**config.mk**
```make
export PLATFORM = sky130hd
export DESIGN_NAME = mixer_input_gain_registers
export DESIGN_NICKNAME = d
export VERILOG_FILES = /design/src/rtl/mixer_gain_pkg.sv /design/src/rtl/gain_register.sv /design/src/rtl/mixer_input_gain_registers.sv
export SDC_FILE = /design/constraint.sdc
export NUM_CORES = 1
export LEC_CHECK = 0
export ABC_CLOCK_PERIOD_IN_PS = 1500
export BUFFER_PORTS_ARGS = -buffer_cell sky130_fd_sc_hd__buf_2
export CORE_ASPECT_RATIO = 1.5
export CORE_MARGIN = 4
export CORE_UTILIZATION = 46
export DETAILED_ROUTE_END_ITERATION = 10
export GPL_TIMING_DRIVEN = 1
export PLACE_DENSITY_LB_ADDON = 0.05
export SKIP_CTS_REPAIR_TIMING = 1
export SYNTH_ARGS = -nofsm -noshare
export SYNTH_HDL_FRONTEND = slang
export SYNTH_SLANG_ARGS = --single-unit
```
**constraint.sdc**
```tcl
create_clock -name clock -period 1.5 [get_ports clock]
set_input_delay 0 -clock clock [delete_from_list [all_inputs] [get_ports clock]]
set_output_delay 0 -clock clock [all_outputs]
set_load 0.005 [all_outputs]
```
**src/rtl/mixer_gain_pkg.sv**
```systemverilog
package mixer_gain_pkg;
	localparam logic [7:0]  MIC_PAIR_GAIN_ADDR   = 8'h0E;
	localparam logic [7:0]  LINE_INPUT_GAIN_ADDR = 8'h10;
	localparam logic [7:0]  CD_INPUT_GAIN_ADDR   = 8'h12;
	localparam logic [7:0]  BOOST_SELECT_ADDR    = 8'h76;
	localparam logic [15:0] GAIN_RESET           = 16'h8888;
	localparam logic [15:0] GAIN_WRITE_MASK      = 16'h9F9F;
	localparam logic [15:0] MIC_WRITE_MASK       = 16'h9FDF;
	localparam logic [15:0] BOOST_WRITE_MASK     = 16'h0003;
	localparam logic [15:0] BOOST_RESET          = 16'h0000;
	localparam int          LEFT_SILENCE_POS     = 15;
	localparam int          LEFT_CODE_LSB        = 8;
	localparam int          RIGHT_SILENCE_POS    = 7;
	localparam int          BOOST_ENABLE_POS     = 6;
	localparam int          RIGHT_CODE_LSB       = 0;
	localparam int          CODE_WIDTH           = 5;
	// Boost steps presented to the analog stage
	typedef enum logic [1:0] {BOOST_OFF, BOOST_10DB, BOOST_20DB, BOOST_30DB} boost_t;
	// Attenuation in 1.5 dB steps; code 8 is unity, code 0 is +12 dB
	typedef struct packed {
		logic                  silence;
		logic [CODE_WIDTH-1:0] code;
	} channel_t;
	typedef struct packed {
		channel_t left;
		channel_t right;
	} stereo_t;
endpackage

```
**src/rtl/gain_register.sv**
```systemverilog
`timescale 1ns/1ps
`default_nettype none
module gain_register
	import mixer_gain_pkg::*;
#(
	parameter logic [15:0] RESET_VALUE = GAIN_RESET,
	parameter logic [15:0] WRITE_MASK  = GAIN_WRITE_MASK
) (
	input  wire logic        clock,    // System clock
	input  wire logic        srst,     // Synchronous reset
	input  wire logic        writeHit, // Write to this register
	input  wire logic [15:0] writeData, // Write data
	output var  logic [15:0] value     // Stored value, reserved bits zero
);
	logic [15:0] next_value;

	// Reset bits outside the mask could never be rewritten and would break read-as-zero
	if ((RESET_VALUE & ~WRITE_MASK) != 16'h0000) begin : g_reset_in_mask
		$error("reset value sets bits outside the write mask");
	end

	// Only implemented bits are stored so reserved bits always read zero
	always_comb begin
		next_value = value;
		if (writeHit) begin
			next_value = writeData & WRITE_MASK;
		end
	end

	always_ff @(posedge clock) begin
		if (srst) begin
			value <= RESET_VALUE;
		end else begin
			value <= next_value;
		end
	end
endmodule
`default_nettype wire

```
**src/rtl/mixer_input_gain_registers.sv**
```systemverilog
// Functional notes
// - Three 16-bit gain registers at 0x0E, 0x10, 0x12 with mute and volume fields.
// - Each five-bit volume code is one of 32 steps of 1.5 dB.
// - Code 0 is +12 dB, code 8 is 0 dB, code 31 is -34.5 dB.
// - Mic register drives left and right mic gain, boost, independent mutes.
// - Mic bit 6 enables shared boost; select 00 gives 20 dB, 01 gives 10 dB.
// - Boost select field at 0x76 moves boost to 10 dB or 30 dB.
// - Mixer input gains are independent of the record gain at 0x1C.
// - CD register only affects the analog CD input path.
//
// Decided for this implementation: the plain strobed port.
`timescale 1ns/1ps
`default_nettype none
module mixer_input_gain_registers
	import mixer_gain_pkg::*;
(
	input  wire logic        clock,      // 10 MHz system clock
	input  wire logic        srst,       // Synchronous reset, active high
	input  wire logic [7:0]  address,    // Register address
	input  wire logic [15:0] writeData,  // Write data
	input  wire logic        writeStrobe, // One-cycle write strobe
	input  wire logic        readStrobe, // One-cycle read strobe
	output var  logic [15:0] readData,   // Read data, valid cycle after strobe
	output var  stereo_t     micGain,    // Left and right microphone channels
	output var  boost_t      micBoost,   // Shared microphone boost
	output var  stereo_t     lineGain,   // Line input channels
	output var  stereo_t     cdGain      // Analog CD input channels
);
	logic [15:0] micValue;
	logic [15:0] lineValue;
	logic [15:0] cdValue;
	logic [15:0] boostValue;
	logic [15:0] next_readData;
	stereo_t     next_micGain;
	stereo_t     next_lineGain;
	stereo_t     next_cdGain;
	boost_t      next_micBoost;

	// Boost select field and its codes; the fourth code is taken as boost off
	localparam int          SELECT_LSB   = 0;
	localparam int          SELECT_WIDTH = 2;
	localparam logic [1:0]  SELECT_20DB  = 2'h0;
	localparam logic [1:0]  SELECT_10DB  = 2'h1;
	localparam logic [1:0]  SELECT_30DB  = 2'h2;
	localparam logic [15:0] READ_IDLE    = 16'h0000;
	logic [SELECT_WIDTH-1:0] boostSelect;

	// Field layout must fit the word without fields running into each other
	localparam bit LAYOUT_BAD = (LEFT_CODE_LSB + CODE_WIDTH > LEFT_SILENCE_POS)
		|| (RIGHT_CODE_LSB + CODE_WIDTH > BOOST_ENABLE_POS);
	if (LAYOUT_BAD) begin : g_layout_check
		$error("gain field layout overlaps");
	end

	// Storage; 0x1C is not decoded here, so record gain cannot disturb these
	gain_register #(.RESET_VALUE(GAIN_RESET), .WRITE_MASK(MIC_WRITE_MASK)) micReg (
		.clock    (clock),
		.srst     (srst),
		.writeHit (writeStrobe && address == MIC_PAIR_GAIN_ADDR),
		.writeData(writeData),
		.value    (micValue)
	);
	gain_register #(.RESET_VALUE(GAIN_RESET), .WRITE_MASK(GAIN_WRITE_MASK)) lineReg (
		.clock    (clock),
		.srst     (srst),
		.writeHit (writeStrobe && address == LINE_INPUT_GAIN_ADDR),
		.writeData(writeData),
		.value    (lineValue)
	);
	gain_register #(.RESET_VALUE(GAIN_RESET), .WRITE_MASK(GAIN_WRITE_MASK)) cdReg (
		.clock    (clock),
		.srst     (srst),
		.writeHit (writeStrobe && address == CD_INPUT_GAIN_ADDR),
		.writeData(writeData),
		.value    (cdValue)
	);
	// Boost select lives here so the boost decode can see it
	gain_register #(.RESET_VALUE(BOOST_RESET), .WRITE_MASK(BOOST_WRITE_MASK)) boostReg (
		.clock    (clock),
		.srst     (srst),
		.writeHit (writeStrobe && address == BOOST_SELECT_ADDR),
		.writeData(writeData),
		.value    (boostValue)
	);

	function automatic stereo_t unpack(input logic [15:0] v);
		stereo_t s;
		s.left.silence  = v[LEFT_SILENCE_POS];
		s.left.code     = v[LEFT_CODE_LSB +: CODE_WIDTH];
		s.right.silence = v[RIGHT_SILENCE_POS];
		s.right.code    = v[RIGHT_CODE_LSB +: CODE_WIDTH];
		return s;
	endfunction

	// Only the low select bits are stored, the rest of 0x76 reads zero
	assign boostSelect = boostValue[SELECT_LSB +: SELECT_WIDTH];

	// Read mux and analog control decode; unmapped reads return zero
	always_comb begin
		next_readData = READ_IDLE;
		if (readStrobe) begin
			case (address)
				MIC_PAIR_GAIN_ADDR:   next_readData = micValue;
				LINE_INPUT_GAIN_ADDR: next_readData = lineValue;
				CD_INPUT_GAIN_ADDR:   next_readData = cdValue;
				BOOST_SELECT_ADDR:    next_readData = boostValue;
				default:              next_readData = READ_IDLE;
			endcase
		end
		// Codes pass straight through: each step is 1.5 dB, 8 is unity
		next_micGain  = unpack(micValue);
		next_lineGain = unpack(lineValue);
		next_cdGain   = unpack(cdValue);
		// Boost is shared by both mic channels, each mute still independent
		next_micBoost = BOOST_OFF;
		if (micValue[BOOST_ENABLE_POS]) begin
			case (boostSelect)
				SELECT_20DB: next_micBoost = BOOST_20DB;
				SELECT_10DB: next_micBoost = BOOST_10DB;
				SELECT_30DB: next_micBoost = BOOST_30DB;
				default:     next_micBoost = BOOST_OFF;
			endcase
		end
	end

	// Outputs registered; analog settings follow a write by two cycles, one after the register
	always_ff @(posedge clock) begin
		if (srst) begin
			readData <= READ_IDLE;
			micGain  <= unpack(GAIN_RESET);
			lineGain <= unpack(GAIN_RESET);
			cdGain   <= unpack(GAIN_RESET);
			micBoost <= BOOST_OFF;
		end else begin
			readData <= next_readData;
			micGain  <= next_micGain;
			lineGain <= next_lineGain;
			cdGain   <= next_cdGain;
			micBoost <= next_micBoost;
		end
	end

	a_reserved_zero: assert property (@(posedge clock) disable iff (srst)
		(micValue & ~MIC_WRITE_MASK) == 16'h0000 && (cdValue & ~GAIN_WRITE_MASK) == 16'h0000
			&& (lineValue & ~GAIN_WRITE_MASK) == 16'h0000)
		else $error("reserved bits set");
	a_reset_value: assert property (@(posedge clock)
		$past(srst) |-> lineValue == GAIN_RESET && micValue == GAIN_RESET)
		else $error("reset value wrong");
	a_mic_write: assert property (@(posedge clock) disable iff (srst)
		writeStrobe && address == MIC_PAIR_GAIN_ADDR |=> micValue == ($past(writeData) & MIC_WRITE_MASK))
		else $error("mic write lost");
	a_read_back: assert property (@(posedge clock) disable iff (srst)
		readStrobe && address == CD_INPUT_GAIN_ADDR |=> readData == $past(cdValue))
		else $error("cd read wrong");
	a_boost_off: assert property (@(posedge clock) disable iff (srst)
		!micValue[BOOST_ENABLE_POS] |=> micBoost == BOOST_OFF)
		else $error("boost not off");
	a_boost_sel: assert property (@(posedge clock) disable iff (srst)
		micValue[BOOST_ENABLE_POS] && boostSelect == SELECT_10DB |=> micBoost == BOOST_10DB)
		else $error("boost select wrong");
	a_mic_mute: assert property (@(posedge clock) disable iff (srst)
		1'b1 |=> micGain.left.silence == $past(micValue[LEFT_SILENCE_POS])
			&& micGain.right.code == $past(micValue[RIGHT_CODE_LSB +: CODE_WIDTH]))
		else $error("mic fields wrong");
	a_line_code: assert property (@(posedge clock) disable iff (srst)
		1'b1 |=> lineGain.left.code == $past(lineValue[LEFT_CODE_LSB +: CODE_WIDTH]))
		else $error("line code wrong");

	// Each store holds unless its own address is written, so other writes cannot leak in
	a_mic_hold: assert property (@(posedge clock) disable iff (srst)
		!(writeStrobe && address == MIC_PAIR_GAIN_ADDR) |=> $stable(micValue))
		else $error("mic register changed without a write");
	a_line_hold: assert property (@(posedge clock) disable iff (srst)
		!(writeStrobe && address == LINE_INPUT_GAIN_ADDR) |=> $stable(lineValue))
		else $error("line register changed without a write");
	a_cd_hold: assert property (@(posedge clock) disable iff (srst)
		!(writeStrobe && address == CD_INPUT_GAIN_ADDR) |=> $stable(cdValue))
		else $error("cd register changed without a write");

	// Writes land masked in the cycle after the strobe
	a_line_write: assert property (@(posedge clock) disable iff (srst)
		writeStrobe && address == LINE_INPUT_GAIN_ADDR |=> lineValue == ($past(writeData) & GAIN_WRITE_MASK))
		else $error("line write lost");
	a_cd_write: assert property (@(posedge clock) disable iff (srst)
		writeStrobe && address == CD_INPUT_GAIN_ADDR |=> cdValue == ($past(writeData) & GAIN_WRITE_MASK))
		else $error("cd write lost");

	// Read data stand only in the cycle after the strobe
	a_mic_read: assert property (@(posedge clock) disable iff (srst)
		readStrobe && address == MIC_PAIR_GAIN_ADDR |=> readData == $past(micValue))
		else $error("mic read wrong");
	a_line_read: assert property (@(posedge clock) disable iff (srst)
		readStrobe && address == LINE_INPUT_GAIN_ADDR |=> readData == $past(lineValue))
		else $error("line read wrong");
	a_read_idle: assert property (@(posedge clock) disable iff (srst)
		!readStrobe |=> readData == READ_IDLE)
		else $error("read data without a read");
	a_unmapped_read: assert property (@(posedge clock) disable iff (srst)
		readStrobe && address != MIC_PAIR_GAIN_ADDR && address != LINE_INPUT_GAIN_ADDR
			&& address != CD_INPUT_GAIN_ADDR && address != BOOST_SELECT_ADDR |=> readData == READ_IDLE)
		else $error("unmapped read not zero");

	// Remaining boost steps and reset values
	a_boost_nominal: assert property (@(posedge clock) disable iff (srst)
		micValue[BOOST_ENABLE_POS] && boostSelect == SELECT_20DB |=> micBoost == BOOST_20DB)
		else $error("nominal boost wrong");
	a_boost_high: assert property (@(posedge clock) disable iff (srst)
		micValue[BOOST_ENABLE_POS] && boostSelect == SELECT_30DB |=> micBoost == BOOST_30DB)
		else $error("high boost wrong");
	a_reset_rest: assert property (@(posedge clock)
		$past(srst) |-> cdValue == GAIN_RESET && boostValue == BOOST_RESET)
		else $error("cd or boost reset value wrong");

	// Analog fields follow their register one cycle later
	a_mic_fields: assert property (@(posedge clock) disable iff (srst)
		1'b1 |=> micGain.left.code == $past(micValue[LEFT_CODE_LSB +: CODE_WIDTH])
			&& micGain.right.silence == $past(micValue[RIGHT_SILENCE_POS]))
		else $error("mic left code or right mute wrong");
	a_line_fields: assert property (@(posedge clock) disable iff (srst)
		1'b1 |=> lineGain.right.code == $past(lineValue[RIGHT_CODE_LSB +: CODE_WIDTH])
			&& lineGain.left.silence == $past(lineValue[LEFT_SILENCE_POS])
			&& lineGain.right.silence == $past(lineValue[RIGHT_SILENCE_POS]))
		else $error("line fields wrong");
	a_cd_fields: assert property (@(posedge clock) disable iff (srst)
		1'b1 |=> cdGain.left.code == $past(cdValue[LEFT_CODE_LSB +: CODE_WIDTH])
			&& cdGain.right.code == $past(cdValue[RIGHT_CODE_LSB +: CODE_WIDTH])
			&& cdGain.left.silence == $past(cdValue[LEFT_SILENCE_POS])
			&& cdGain.right.silence == $past(cdValue[RIGHT_SILENCE_POS]))
		else $error("cd fields wrong");
endmodule
`default_nettype wire

```
==> run summary, run 1 <==
Highest routed metal layer: met4
CP arrival: 1.41 ns
Clk sink count: 90
RSZ-0062 raised after global routing: no
TritonCTS clock tree: done
Instance count of the mapped netlist: 298
Total design power: 4.127 mW
HP Start: srst
Fmax achieved: 849.2 MHz
Detailed-routing iteration count for the pre-antenna-repair pass: 4
Cell depth of the worst hold path: 3
Final-stage net count: 429
DR vias: 2,370
Routability cong.: 0.8042
Final Hold Viols: 0
Slew Limit Fails: 0
Initial Utilization: 0.4755
Path depth of the worst reg2reg path: 3
Kind of capture point of the worst setup path: flop
Cts bufs inserted: 9
Hold endpoint: readData[6]
CTS root buf: clkbuf_8
Clock skew after layout: 0.01141 ns
Number of diodes added for antenna fixing: 0
Leakage Power: 1.653 nW
Peak VDD IR: 644.2 uV
Avg Inst Size Synth: 10.42 sq um
Largest net degree at the start of global routing: 78
Critical path required time: 1.73 ns
Number of global-route vias before repair: 2,318
Kind of start point of the critical path: input pin
Hpwl dp: 4687 um
DRC viols: 0
Initial antenna violation count: 0
Number of placement rows: 36
Number of buffers inserted by port buffering: 75
Power Dens Cells: 1031 nW/um^2
Sequential cell area fraction in the yosys report: 0.5802
Clock network latency to the later pin of the worst-skew pair: 0.35 ns
Final clock period utilization by the worst path: 0.7850
DRC marker count from the first detailed-route iteration: 121
R2R Setup Slk: 0.50 ns
Setup violators final: 0
Chip Width: 75.09 um
Worst min-delay path class: in -> reg
H-Tree Depth: 3
Wire length on met1: 2678 um
Total Routed Length: 6643 um
I/O pin count: 82
Biggest fanout along the worst timing path: 11
Total global-route track usage: 0.1760
Total number of yosys warnings: 0
Area added between synthesis and finish: 28.85%
Clock transition at the registers of the reported paths: 0.08 ns
Result of the run: complete, no violations
Post-DR vias/cell: 4.958
Unique cell type count in the Yosys netlist: 34
Maximum Capacitance Violations: 0
Crit Path Category: in -> reg
FF-to-FF End: micBoost[0]
Vertical die dimension: 108.6 um
Global-route congestion overflow total: 0
Fraction of final layout cells with drive strength greater than 1: 0.3085
Std-Cell Core Area: 6531 sq um
Shortest clock period the worst path allows after layout: 1.178 ns
Wire length on met3: 336 um
Reg-to-Reg Start: boostReg.value[0]
First-pass GRT wire length: 10,890 um
Worst hold-check slack: 0.04430 ns
Area enclosed by the die boundary: 8156 sq um
Flip-flop and latch count after synthesis: 90
DR WL/cell: 13.90 um
Post-detailed-route count of antenna-violating nets: 0
Area of the mapped netlist: 3105 sq um
DR WL met2: 3483 um
Maximum root-to-sink buffer count: 2
## cell families (layout without fill, tap and decap cells)
kind of cell | Yosys count | in the layout | share of synthesized area
AO/OA/AOI/OAI | 40 | 40 | 0.09106
other | 1 | 3 | 0.001208
adder cells (fa/ha/maj) | 3 | 3 | 0.01209
AND/OR/NAND/NOR | 124 | 124 | 0.2212
flip-flops | 90 | 90 | 0.5802
multiplexers | 18 | 18 | 0.05802
buffers and inverters | 22 | 124 | 0.03626
## power breakdown
| part | internal, mW | total (mW) | switching (mW) |
|---|---|---|---|
| Combinational | 0.0705 | 0.149 | 0.0783 |
| Sequential | 2.39 | 2.39 | 0.00139 |
| Clock | 0.773 | 1.59 | 0.815 |
## synth_stat cells, drive strengths merged
cell    number  area, sq um
dfxtp       90         1802
nand2       33        123.9
nor2b       33        206.5
nor2        26        97.59
mux2i       18        180.2
a21oi       16        80.08
or2         12        75.07
clkbuf      11        41.29
a211o        8        70.07
buf          8        60.05
a22oi        7        52.55
a222oi       5        50.05
nand3b       4        30.03
ha           3        37.54
inv          3        11.26
a22o         2        17.52
and3         2        12.51
nand3        2        10.01
nor3         2        32.53
nor4b        2        23.77
or4b         2        23.77
and2         1        6.260
and3b        1        8.760
and4b        1        10.01
and4bb       1        12.51
conb         1        3.750
nor4         1        6.260
o21a         1        7.510
o21ai        1        5.000
or4          1        7.510
## layout make-up
| class | count | area (sq um) |
|---|---|---|
| Timing Repair Buffer | 106 | 703.2 |
| Multi-Input combinational cell | 188 | 1199 |
| Clock buffer | 10 | 127.6 |
| Tap cell | 76 | 95.09 |
| Clock inverter | 5 | 63.81 |
| Sequential cell | 90 | 1802 |
| Fill cell | 587 | 2530 |
| Inverter | 3 | 11.26 |
## placed cells by master, fill, tap and decap left out, types with 3 or more instances in the layout
cell	count
inv_1	3
conb_1	3
a22oi_1	7
dlygate4sd3_1	13
buf_12	5
nand2_1	33
buf_2	75
nor2b_1	33
ha_1	3
a211o_1	8
clkbuf_8	9
a21oi_1	16
or2_2	12
nor2_1	26
nand3b_1	4
dfxtp_1	90
buf_4	13
a222oi_1	5
mux2i_1	18
## through the flow
step | utilization | setup TNS [ns] | std cells | cell area [sq um] | setup slack (ns)
after floorplan | - | 0 | 300 | 3113 | 0.09958
after global placement | 0.5634 | -0.1308 | 450 | 3680 | -0.03067
after detailed placement | 0.5634 | -0.5246 | 450 | 3680 | -0.04305
after CTS | 0.5927 | 0 | 465 | 3871 | 0.3231
after global routing | 0.6126 | 0 | 478 | 4001 | 0.2443
final | 0.6126 | 0 | 478 | 4001 | 0.3224
## routing by layer
| metal | global-route usage | up-vias |
|---|---|---|
| li1 | - | 1201 |
| met1 | 0.1992 | 1097 |
| met2 | 0.3055 | 60 |
| met3 | 0.04797 | 12 |
| met4 | 0.06997 | 0 |
| met5 | 0 | - |
## worst max-delay path, stage by stage
cell and delay [ns]:
buf_2 0.10, or4b_4 0.59, nor3_4 0.25, buf_12 0.16, nor2b_1 0.05, a211o_1 0.25
## how the worst max path moves through the flow
stage	slack (ns)	start	end	cells past startpoint
2_1_floorplan	0.1	address[7]	cdReg.value[0]	5
4_1_cts	0.32	address[7]	lineReg.value[15]	6
3_3_place_gp	-0.03	address[7]	cdReg.value[9]	6
5_1_grt	0.24	address[7]	lineReg.value[0]	6
6_report	0.32	address[7]	lineReg.value[7]	6
3_5_place_dp	-0.04	address[7]	cdReg.value[9]	6
## state kept, by name, indices dropped and copies added, names as in the netlist
signal / count
boostReg.value: 2
cdGain: 12
cdReg.value: 12
lineGain: 12
lineReg.value: 12
micBoost: 2
micGain: 12
micReg.value: 13
readData: 13
Note: power is estimated with default switching activity, not from simulation.
==> run 2: changes to the inputs <==
ABC_CLOCK_PERIOD_IN_PS = 1200   (was 1500)
CORE_UTILIZATION = 51   (was 46)
clock period = 1.2 ns   (was 1.5 ns; I/O delays follow)
==> run summary, run 2 (same netlist as run 1, synthesis figures left out) <==
Total global-route track usage: 0.1801 (+0.004135)
Clock skew after layout: 0.007599 ns (-0.003809 ns)
Detailed-routing iteration count for the pre-antenna-repair pass: 4 (unchanged)
Final sum of negative setup slack: 0 ns (unchanged)
Area added between synthesis and finish: 29.61%
Number of placement rows: 34 (-5.6%)
DR vias: 2,421 (+2.2%)
HP Start: srst
Peak VDD IR: 782.0 uV (+21%)
Total buffers and inverters traversed by the critical path: 2 (unchanged)
Leakage Power: 1.681 nW (+1.7%)
Most frequent cells in the layout: dfxtp_1 (90), buf_2 (75), nor2b_1 (33), nand2_1 (33), nor2_1 (26)
Number of diodes added for antenna fixing: 0 (unchanged)
Final Core Density: 0.6856 (+0.07299)
H-Tree Depth: 3 (unchanged)
First-pass GRT wire length: 10,610 um (-2.6%)
Cells along the critical path: buf_2 -> or4_4 -> nor3_4 -> buf_12 -> nor2b_1 -> a211o_1
Kind of start point of the critical path: input pin
Power Dens Cells: 1244 nW/um^2 (+21%)
Reg-to-Reg Start: boostReg.value[0]
Largest net degree at the start of global routing: 78 (unchanged)
Crit path largest cell delay: 0.55 ns (-0.04 ns)
Area enclosed by the die boundary: 7428 sq um (-8.9%)
Final Hold Viols: 0 (unchanged)
Chip Width: 71.72 um (-4.5%)
Total design power: 5.006 mW (+21%)
Post-detailed-route count of antenna-violating nets: 0 (unchanged)
Number of buffers inserted by port buffering: 75 (unchanged)
Clock transition at the registers of the reported paths: 0.08 ns (about the same)
Routability cong.: 0.7664 (-4.7%)
Finished Layout Cells: 480 (+0.42%)
Setup violators final: 0 (unchanged)
Setup ws final: 0.1013 ns (-0.2211 ns)
Cts bufs inserted: 9 (unchanged)
DRC viols: 0 (unchanged)
Clk sink count: 90 (unchanged)
Vertical die dimension: 103.6 um (-4.7%)
Maximum root-to-sink buffer count: 2 (unchanged)
Hpwl dp: 4556 um (-2.8%)
Largest registers in the final layout: micReg.value: 13 flops, readData: 13 flops
Biggest fanout along the worst timing path: 16 (+5)
Clock network latency to the later pin of the worst-skew pair: 0.36 ns (about the same)
Slew Limit Fails: 0 (unchanged)
Kind of capture point of the worst setup path: flop
Crit Path Category: in -> reg
Critical-path cell with the highest stage delay: or4_4
CTS root buf: clkbuf_8
Final clock period utilization by the worst path: 0.9156
DRC marker count from the first detailed-route iteration: 175 (+45%)
Initial Utilization: 0.5290 (+0.05351)
Std-Cell Core Area: 5871 sq um (-10%)
Critical path required time: 1.44 ns (-0.29 ns)
Fmax achieved: 910.2 MHz
I/O pin count: 82 (unchanged)
TritonCTS clock tree: done
Total Routed Length: 6543 um (-1.5%)
Post-DR vias/cell: 5.044 (+1.7%)
RSZ-0062 raised after global routing: no
CP arrival: 1.34 ns (-0.07 ns)
Most common library cell in the layout ignoring fill and taps: dfxtp_1
Result of the run: complete, no violations
Fraction of final layout cells with drive strength greater than 1: 0.3260 (+0.01752)
Shortest clock period the worst path allows after layout: 1.099 ns
Worst setup startpoint: address[6]
DR WL/cell: 13.63 um (-1.9%)
Crit path max-delay family: simple AND/OR/NAND/NOR gates
R2R Setup Slk: 0.18 ns (-0.32 ns)
Number of global-route vias before repair: 2,312 (-0.26%)
Maximum Capacitance Violations: 0 (unchanged)
Cell count after placement: 451 (+0.22%)
Pre-CTS WS: -0.2731 ns (-0.2300 ns)
Global-route congestion overflow total: 0 (unchanged)
Initial antenna violation count: 0 (unchanged)
Worst min-delay path class: in -> reg
Final-stage net count: 434 (+1.2%)
-- run 2: changes by cell type in the layout (fill, tap and decap cells not counted), sizes merged --
cell	before	now
clkbuf	10	9
inv	4	5
clkinv	2	3
bufinv	1	0
buf	93	98
clkinvlp	1	2
-- run 2: cell type report --
class,count,area (sq um)
clock buffer,9,123.9
clock inverter,7,51.30
fill,481,1846
inverter,3,11.26
multi-input combinational,188,1206
sequential,90,1802
tap,72,90.09
timing repair buffer,111,740.7
-- run 2: where the power goes --
group / internal (mW) / switching, mW / total [mW]
registers: 2.99 / 0.00171 / 2.99
logic: 0.0964 / 0.101 / 0.197
clock network: 0.762 / 1.06 / 1.82
-- run 2: per-stage QoR --
stage	cell area, sq um	hold WS (ns)
global placement	3720	0.2493
global route	4025	0.04551
detailed placement	3720	0.2565
CTS	3895	-0.1172
floorplan	3129	0.1179
finish	4025	0.02281
-- run 2: per-layer routing --
layer,GRT usage,up-vias,share of wire
met4,0.09946,0,0.028
met5,0,-,0
met3,0.03488,18,0.051
met1,0.2025,1129,0.41
li1,-,1209,-
met2,0.3105,65,0.51
-- run 2: final timing paths --
| path | endpoint | cells after the start |
|---|---|---|
| min | readData[6] | 3 |
| max reg2reg | micBoost[0] | 3 |
| min reg2reg | micReg.value[4] | 2 |
| max | lineReg.value[7] | 6 |
-- run 2: tightest hold or removal path, cell delays in order --
cell     delay (ns)
buf_2          0.11
nor2b_1        0.06
and3_1         0.16
